<file path="src/scrb_pkg.sv">
package scrb_pkg;
   localparam int WORD_W = 16;
   localparam int ADDR_W = 4;
   localparam int DATA_W = 12;
   localparam logic [4:0] BIT_CNT_FULL = 5'h10;
   localparam logic [4:0] BIT_CNT_RST  = 5'h00;

   localparam logic [3:0] OFS_POWER_SUM  = 4'h0;
   localparam logic [3:0] OFS_MODE_SEL   = 4'h1;
   localparam logic [3:0] OFS_RF_GAINS   = 4'h3;
   localparam logic [3:0] OFS_RF_OFFS    = 4'h4;
   localparam logic [3:0] OFS_SUM_OFFS   = 4'h5;
   localparam logic [3:0] OFS_SERVO_BAL  = 4'h6;
   localparam logic [3:0] OFS_PH_LEGACY  = 4'h7;
   localparam logic [3:0] OFS_SERVO_OFFS = 4'hB;
   localparam logic [3:0] OFS_RF_BW      = 4'hE;
   localparam logic [3:0] OFS_PH_EXT     = 4'hF;

   localparam logic [11:0] REG_RST = 12'h000;
   localparam logic [6:0]  BW_MIN  = 7'h00;

   // field positions
   localparam int POS_POWER_ON_CONTROL    = 0;
   localparam int POS_SUM_GAIN = 5;
   localparam int POS_SUM_SEL  = 0;
   localparam int POS_DOC_EN   = 5;
   localparam int POS_PH_SRC   = 11;
   localparam int POS_G1       = 10;
   localparam int POS_G2       = 8;
   localparam int POS_G3       = 4;
   localparam int POS_L_OFFS   = 6;
   localparam int POS_COARSE   = 10;
   localparam int POS_RAD_E    = 4;
   localparam int POS_COMPAT   = 11;
   localparam int POS_RANGE    = 11;
   localparam int POS_PE_EXT   = 3;
endpackage : scrb_pkg

</file>
<file path="src/scrb_sync.sv">
module scrb_sync
(
   input  wire logic clk,
   input  wire logic rst,
   input  wire logic din,
   output logic      dout
);
   logic meta_r;
   always_ff @(posedge clk)
   begin
      if (rst)
      begin
         meta_r <= 1'b0;
         dout   <= 1'b0;
      end
      else
      begin
         meta_r <= din;
         dout   <= meta_r;
      end
   end
endmodule : scrb_sync

</file>
<file path="src/scrb_shift.sv">
// collects serial bits; only this shift register and its bit count change during a transfer
module scrb_shift
(
   input  wire logic        clk,
   input  wire logic        rst,
   input  wire logic        sclk_rise,
   input  wire logic        sda,
   input  wire logic        ld,
   output logic [15:0]      shift_r,
   output logic [4:0]       count_r
);
   always_ff @(posedge clk)
   begin
      if (rst)
         shift_r <= 16'h0000;
      else if (sclk_rise && !ld)
         shift_r <= {shift_r[14:0], sda};
   end

   always_ff @(posedge clk)
   begin
      if (rst || ld)
         count_r <= scrb_pkg::BIT_CNT_RST;
      else if (sclk_rise && count_r != 5'h1F)
         count_r <= count_r + 5'h01;
   end
endmodule : scrb_shift

</file>
<file path="src/scrb_top.sv">
module scrb_top
(
   input  wire logic        MCLK,
   input  wire logic        SYS_RST,
   input  wire logic        SERIAL_DATA_LINE,
   input  wire logic        SERIAL_CLOCK_LINE,
   input  wire logic        LOAD_STROBE,
   output logic             POWER_ON_CONTROL,
   output logic [2:0]       SUMMED_INPUT_GAIN,
   output logic [4:0]       LASER_MONITOR_CTRL,
   output logic             SUMMED_INPUT_SELECT,
   output logic             DROPOUT_CONCEAL_ENABLE,
   output logic             PHASE_OFFSET_SOURCE,
   output logic             COMPAT_MODE_BIT,
   output logic [1:0]       FIRST_STAGE_GAIN,
   output logic [1:0]       SECOND_STAGE_GAIN,
   output logic [3:0]       THIRD_STAGE_GAIN,
   output logic [5:0]       LEFT_RF_OFFSET_CODE,
   output logic [5:0]       RIGHT_RF_OFFSET_CODE,
   output logic [5:0]       SUMMED_PATH_OFFSET_CODE,
   output logic [5:0]       PHASE_RF_OFFSET_CODE,
   output logic [3:0]       BALANCE_FACTOR,
   output logic [1:0]       PREEMPHASIS_LEGACY,
   output logic [2:0]       PREEMPHASIS_START_FREQ,
   output logic [1:0]       COARSE_SERVO_OFFSET,
   output logic [3:0]       RADIAL_E_OFFSET,
   output logic [3:0]       RADIAL_F_OFFSET,
   output logic             SERVO_OFFSET_RANGE,
   output logic [6:0]       RF_BANDWIDTH_CODE
);
   logic        sda_s;
   logic        scl_s;
   logic        ld_s;
   logic        scl_d_r;
   logic        ld_d_r;
   logic        sclk_rise;
   logic        ld_rise;
   logic [15:0] shift_r;
   logic [4:0]  count_r;
   logic [3:0]  addr;
   logic [11:0] data;
   logic        commit;

   scrb_sync u_sda (.clk(MCLK), .rst(SYS_RST), .din(SERIAL_DATA_LINE), .dout(sda_s));
   scrb_sync u_scl (.clk(MCLK), .rst(SYS_RST), .din(SERIAL_CLOCK_LINE), .dout(scl_s));
   scrb_sync u_ld  (.clk(MCLK), .rst(SYS_RST), .din(LOAD_STROBE), .dout(ld_s));

   always_ff @(posedge MCLK)
   begin
      if (SYS_RST)
      begin
         scl_d_r <= 1'b0;
         ld_d_r  <= 1'b1;
      end
      else
      begin
         scl_d_r <= scl_s;
         ld_d_r  <= ld_s;
      end
   end

   // data is stable while clock high, so equal sync delay keeps them aligned
   assign sclk_rise = scl_s && !scl_d_r;
   assign ld_rise   = ld_s && !ld_d_r;

   scrb_shift u_shift
   (
      .clk      (MCLK),
      .rst      (SYS_RST),
      .sclk_rise(sclk_rise),
      .sda      (sda_s),
      .ld       (ld_s),
      .shift_r  (shift_r),
      .count_r  (count_r)
   );

   assign addr   = shift_r[15:12];
   assign data   = shift_r[11:0];
   // extra clocks beyond 16 keep the last 16 bits; fewer are discarded
   assign commit = ld_rise && (count_r >= scrb_pkg::BIT_CNT_FULL);

   // register images, one per mapped address
   logic [11:0] r0_r;
   logic [11:0] r1_r;
   logic [11:0] r3_r;
   logic [11:0] r4_r;
   logic [11:0] r5_r;
   logic [11:0] r6_r;
   logic [11:0] r7_r;
   logic [11:0] r11_r;
   logic [11:0] r14_r;
   logic [11:0] r15_r;

   // one write decoder shared by every register image
   function automatic logic wr_hit(input logic go, input logic [3:0] a, input logic [3:0] ofs);
      return go && (a == ofs);
   endfunction : wr_hit

   // source mux shared by the summed and phase-detector offset paths
   function automatic logic [5:0] pick_offset(input logic       src,
                                              input logic [5:0] alt,
                                              input logic [5:0] base);
      return src ? alt : base;
   endfunction : pick_offset

   // unmapped addresses match no image, so their words fall away
   always_ff @(posedge MCLK)
   begin
      if (SYS_RST)
         r0_r <= scrb_pkg::REG_RST;
      else if (wr_hit(commit, addr, scrb_pkg::OFS_POWER_SUM))
         r0_r <= data;
   end

   always_ff @(posedge MCLK)
   begin
      if (SYS_RST)
         r1_r <= scrb_pkg::REG_RST;
      else if (wr_hit(commit, addr, scrb_pkg::OFS_MODE_SEL))
         r1_r <= data;
   end

   always_ff @(posedge MCLK)
   begin
      if (SYS_RST)
         r3_r <= scrb_pkg::REG_RST;
      else if (wr_hit(commit, addr, scrb_pkg::OFS_RF_GAINS))
         r3_r <= data;
   end

   always_ff @(posedge MCLK)
   begin
      if (SYS_RST)
         r4_r <= scrb_pkg::REG_RST;
      else if (wr_hit(commit, addr, scrb_pkg::OFS_RF_OFFS))
         r4_r <= data;
   end

   always_ff @(posedge MCLK)
   begin
      if (SYS_RST)
         r5_r <= scrb_pkg::REG_RST;
      else if (wr_hit(commit, addr, scrb_pkg::OFS_SUM_OFFS))
         r5_r <= data;
   end

   always_ff @(posedge MCLK)
   begin
      if (SYS_RST)
         r6_r <= scrb_pkg::REG_RST;
      else if (wr_hit(commit, addr, scrb_pkg::OFS_SERVO_BAL))
         r6_r <= data;
   end

   always_ff @(posedge MCLK)
   begin
      if (SYS_RST)
         r7_r <= scrb_pkg::REG_RST;
      else if (wr_hit(commit, addr, scrb_pkg::OFS_PH_LEGACY))
         r7_r <= data;
   end

   always_ff @(posedge MCLK)
   begin
      if (SYS_RST)
         r11_r <= scrb_pkg::REG_RST;
      else if (wr_hit(commit, addr, scrb_pkg::OFS_SERVO_OFFS))
         r11_r <= data;
   end

   always_ff @(posedge MCLK)
   begin
      if (SYS_RST)
         r14_r <= scrb_pkg::REG_RST;
      else if (wr_hit(commit, addr, scrb_pkg::OFS_RF_BW))
         r14_r <= data;
   end

   always_ff @(posedge MCLK)
   begin
      if (SYS_RST)
         r15_r <= scrb_pkg::REG_RST;
      else if (wr_hit(commit, addr, scrb_pkg::OFS_PH_EXT))
         r15_r <= data;
   end

   // decoded fields registered once more so every output is a flop
   logic compat;
   logic sum_sel;
   logic ph_src;
   assign compat  = r15_r[scrb_pkg::POS_COMPAT];
   assign sum_sel = r1_r[scrb_pkg::POS_SUM_SEL];
   assign ph_src  = r1_r[scrb_pkg::POS_PH_SRC];

   always_ff @(posedge MCLK)
   begin
      if (SYS_RST)
      begin
         POWER_ON_CONTROL   <= 1'b0;
         SUMMED_INPUT_GAIN  <= 3'h0;
         LASER_MONITOR_CTRL <= 5'h00;
      end
      else
      begin
         POWER_ON_CONTROL   <= r0_r[scrb_pkg::POS_POWER_ON_CONTROL];
         SUMMED_INPUT_GAIN  <= r0_r[scrb_pkg::POS_SUM_GAIN +: 3];
         LASER_MONITOR_CTRL <= {1'b0, r0_r[4:1]};
      end
   end

   always_ff @(posedge MCLK)
   begin
      if (SYS_RST)
      begin
         SUMMED_INPUT_SELECT    <= 1'b0;
         DROPOUT_CONCEAL_ENABLE <= 1'b0;
         PHASE_OFFSET_SOURCE    <= 1'b0;
      end
      else
      begin
         SUMMED_INPUT_SELECT    <= sum_sel;
         DROPOUT_CONCEAL_ENABLE <= r1_r[scrb_pkg::POS_DOC_EN];
         PHASE_OFFSET_SOURCE    <= ph_src;
      end
   end

   // legacy mode pins the extended fields at their predecessor values
   always_ff @(posedge MCLK)
   begin
      if (SYS_RST)
      begin
         COMPAT_MODE_BIT        <= 1'b0;
         PREEMPHASIS_START_FREQ <= 3'h0;
         RF_BANDWIDTH_CODE      <= scrb_pkg::BW_MIN;
      end
      else
      begin
         COMPAT_MODE_BIT        <= compat;
         PREEMPHASIS_START_FREQ <= compat ? r15_r[scrb_pkg::POS_PE_EXT +: 3] : 3'h0;
         RF_BANDWIDTH_CODE      <= compat ? r14_r[6:0] : scrb_pkg::BW_MIN;
      end
   end

   always_ff @(posedge MCLK)
   begin
      if (SYS_RST)
      begin
         FIRST_STAGE_GAIN  <= 2'h0;
         SECOND_STAGE_GAIN <= 2'h0;
         THIRD_STAGE_GAIN  <= 4'h0;
      end
      else
      begin
         FIRST_STAGE_GAIN  <= r3_r[scrb_pkg::POS_G1 +: 2];
         SECOND_STAGE_GAIN <= r3_r[scrb_pkg::POS_G2 +: 2];
         THIRD_STAGE_GAIN  <= r3_r[scrb_pkg::POS_G3 +: 4];
      end
   end

   always_ff @(posedge MCLK)
   begin
      if (SYS_RST)
      begin
         LEFT_RF_OFFSET_CODE     <= 6'h00;
         RIGHT_RF_OFFSET_CODE    <= 6'h00;
         SUMMED_PATH_OFFSET_CODE <= 6'h00;
         PHASE_RF_OFFSET_CODE    <= 6'h00;
      end
      else
      begin
         LEFT_RF_OFFSET_CODE     <= r4_r[scrb_pkg::POS_L_OFFS +: 6];
         RIGHT_RF_OFFSET_CODE    <= r4_r[5:0];
         SUMMED_PATH_OFFSET_CODE <= pick_offset(ph_src, r5_r[5:0], r4_r[5:0]);
         PHASE_RF_OFFSET_CODE    <= pick_offset(ph_src, r5_r[5:0],
                                                r4_r[scrb_pkg::POS_L_OFFS +: 6]);
      end
   end

   always_ff @(posedge MCLK)
   begin
      if (SYS_RST)
      begin
         BALANCE_FACTOR     <= 4'h0;
         PREEMPHASIS_LEGACY <= 2'h0;
      end
      else
      begin
         BALANCE_FACTOR     <= r6_r[3:0];
         PREEMPHASIS_LEGACY <= r7_r[1:0];
      end
   end

   always_ff @(posedge MCLK)
   begin
      if (SYS_RST)
      begin
         COARSE_SERVO_OFFSET <= 2'h0;
         RADIAL_E_OFFSET     <= 4'h0;
         RADIAL_F_OFFSET     <= 4'h0;
         SERVO_OFFSET_RANGE  <= 1'b0;
      end
      else
      begin
         COARSE_SERVO_OFFSET <= r11_r[scrb_pkg::POS_COARSE +: 2];
         RADIAL_E_OFFSET     <= r11_r[scrb_pkg::POS_RAD_E +: 4];
         RADIAL_F_OFFSET     <= r11_r[3:0];
         SERVO_OFFSET_RANGE  <= r14_r[scrb_pkg::POS_RANGE];
      end
   end
endmodule : scrb_top

</file>
<file path="config.mk">
export PLATFORM = sky130hd
export DESIGN_NAME = scrb_top
export DESIGN_NICKNAME = d
export VERILOG_FILES = /design/src/scrb_pkg.sv /design/src/scrb_sync.sv /design/src/scrb_shift.sv /design/src/scrb_top.sv
export SDC_FILE = /design/constraint.sdc
export NUM_CORES = 1
export LEC_CHECK = 0
export BUFFER_PORTS_ARGS = -buffer_cell sky130_fd_sc_hd__buf_2
export CAP_MARGIN = 30
export CORE_MARGIN = 4
export CORE_UTILIZATION = 39
export CTS_CLUSTER_DIAMETER = 200
export CTS_CLUSTER_SIZE = 16
export DETAILED_ROUTE_END_ITERATION = 7
export GPL_TIMING_DRIVEN = 1
export PLACE_DENSITY = 0.56
export SLEW_MARGIN = 20
export SYNTH_ARGS = -nofsm -noshare
export SYNTH_HDL_FRONTEND = slang
export SYNTH_HIERARCHICAL = 1
export SYNTH_SLANG_ARGS = --single-unit
</file>
<file path="constraint.sdc">
create_clock -name MCLK -period 3.6 [get_ports MCLK]
set_clock_uncertainty 0.15 [all_clocks]
set_input_delay 0.18 -clock MCLK [delete_from_list [all_inputs] [get_ports MCLK]]
set_output_delay 0.18 -clock MCLK [all_outputs]
set_load 0.1 [all_outputs]
</file>
==> metrics.txt <==
ant diodes 0; Iter 0 DRT Violations 172; Die Area 16200 um2; drt first pass iters 4; Synthesized Nets 543; crit-path cells nand2_1, or3_1, mux2i_1; Post-Syn Instances 536; Clock Tree Buf Depth 2; Tcrit/Tclk final 60.5%; gr usage total 15.1%; TNS Setup 0 ns; Final Max Slew Viols 0; status finished clean; clock power share 49.8%; detailed-route via count 3819; initial antenna violation count 0; DIE WIDTH 127 um; per-cell routed wire length 15.0 um; Int Pwr 3.03 mW; vias in the first global route 3606; main combinational cell family by area after synthesis simple AND/OR/NAND/NOR gates; Simple-Gate Fraction of Synth Area 18.5%; DRC Markers 0; CTS buffer count 17; synth top area cells dfxtp_1, nand2b_1, mux2i_1; multiplexer area fraction after synthesis 6.15%; post-detailed-route count of antenna-violating nets 0; Post-synth top cells dfxtp_1, nand2b_1, nand2_1; Post-Synth XOR/XNOR Area 0.317%; Static Leak 2.91 nW; crit-path max FO 29; kind of critical path register to register; WP data arrival 2.30 ns; first-pass GRT wire length 18.8 mm; Synth Area in Adders 0.452%; Mapped Area 5530 um2; sequential element share of the synthesized area 59.7%; Setup crit end kind register; area of the multi-input gates 1980 um2; Achievable Freq 459 MHz; Synth-to-Final Area Change 20.2%; Synth async-reset ratio 0%; Hold Vio Cnt, Final 0; post-DP HPWL 7.92 mm; startpoint types register; Sw Pwr 718 uW; Fin Hold WS 0.175 ns; RSZ-0062 raised after global routing false; # Max-Cap Violations 0; Yosys cell types 36; PostCTS Resize Cnt 0; IO Port Bufs 75; core area 13900 um2; layout cells sized above 1 18.8%; register area 3300 um2; Place WS 1.30 ns; Std-Cell Rows 43; Filler cells 1286; min setup slack post-route 1.42 ns; Worst-Margin Slew 0.945 ns; Post-CTS Setup Bufs 0; WP data required 3.73 ns; Die H 127 um; synthesis warning total 6; Gate power share 1.3%; final count of negative-setup-slack endpoints 0; Power Dens Cells 564 nW/um2; final core utilization 47.9%; WL final 11.8 mm; syn avg cell area 10.3 um2; post-synthesis register bit count 165; htree depth 4; Post-synth EDFFs 0; Inst Count DP 755; largest net degree at the start of global routing 54; most common cell in the netlist dfxtp_1; sequential fraction of design power 48.9%; hold_buf cts 3; CTS tree built; Via density 4.83; compound-cell area share of the yosys netlist 10.4%; Clock Sinks 165; Overflow after GRT 0; Final min period 2.18 ns; clock slew at reported path FFs 0.06 ns; Synth top area share 59.7%; Slew headroom 36.9%; slowest CP cell dfxtp_1; area leader, netlist dfxtp_1; Root Buffer clkbuf_16; fin nets 605; CP peak stage delay 0.94 ns; Finished Layout Cells 791; Max IR drop VDD 0.255 mV; worst-skew pair later-pin latency 0.42 ns; Top Ports 77; Main synth FF type dfxtp_1; Hold Crit Class primary input to register; fraction of power spent switching nets 19.2%; starting density of the core 39.9%; RePlAce Congestion 0.822
worst paths after layout:
kind / endpoint / slack (ns) / start / cells after the start
worst min-delay path: u_sda/dout / 0.17 / SYS_RST / 2
worst max-delay path: r3_r[5] / 1.42 / u_shift/shift_r[12] / 3
worst max register to register: r3_r[5] / 1.42 / u_shift/shift_r[12] / 3
worst min register to register: u_shift/shift_r[0] / 0.28 / u_sda/dout / 2
worst max-delay path, delay by kind of cell (launching register included):
| kind | cells | cell delay, ns |
|---|---|---|
| flip-flops | 1 | 0.94 |
| multiplexers | 1 | 0.18 |
| AND/OR/NAND/NOR | 2 | 0.76 |
logic make-up (layout without fill, tap and decap cells):
family          Yosys count  after routing
xor+xnor                  2              2
compound gates           94             94
buf+inv                  58            133
flops                   165            165
fa+ha+maj                 2              2
other cells               1              1
simple gates            180            180
mux                      34             34
layout make-up:
type | instances | share of cell area [%]
multi-input cells | 313 | 29.8
flip-flops and latches | 165 | 49.7
clock buffers | 25 | 7.60
clock inverters | 7 | 1.77
repair buffers | 83 | 6.77
well taps | 180 | 3.39
inverters | 18 | 1.02
registers in the layout, indices dropped and copies added (netlist names), 7 cells and up:
signal / flops
r14_r: 8
RF_BANDWIDTH_CODE: 7
r4_r: 12
r0_r: 8
r11_r: 10
u_shift/shift_r: 16
r3_r: 8
metal layers:
layer | GRT usage (%) | part of all wire (%)
met5 | 0 | 0
met4 | 6.81 | 1.6
met3 | 4.39 | 5.2
met2 | 24.5 | 49
met1 | 18.5 | 45
power by group through the flow:
stage	Clock, mW	Sequential [mW]	Combinational, mW
CTS	1.90	1.83	0.0491
floorplan	0	1.87	0.0401
global route	1.98	1.83	0.0534
global placement	0	1.87	0.0458
detailed placement	0	1.87	0.0465
finish	1.87	1.83	0.0487
cell usage in the layout, fill, tap and decap left out, types with 5 or more instances in the layout:
| cell type | instances |
|---|---|
| inv_1 | 18 |
| and2_1 | 10 |
| a21oi_1 | 31 |
| nand3_1 | 5 |
| clkbuf_8 | 5 |
| nor2_1 | 5 |
| nor2b_1 | 39 |
| buf_2 | 75 |
| o31ai_1 | 11 |
| mux2i_1 | 34 |
| nand2_1 | 45 |
| o21ai_0 | 28 |
| nand2b_1 | 59 |
| clkbuf_16 | 17 |
| o41ai_1 | 20 |
| dfxtp_1 | 165 |
per-stage QoR:
step | cell area [um2] | total power, mW
2_1_floorplan | 5530 | 1.91
3_3_place_gp | 5980 | 1.92
3_5_place_dp | 5980 | 1.92
4_1_cts | 6640 | 3.78
5_1_grt | 6650 | 3.87
6_report | 6650 | 3.75
Power figures use the tool's default switching activity.
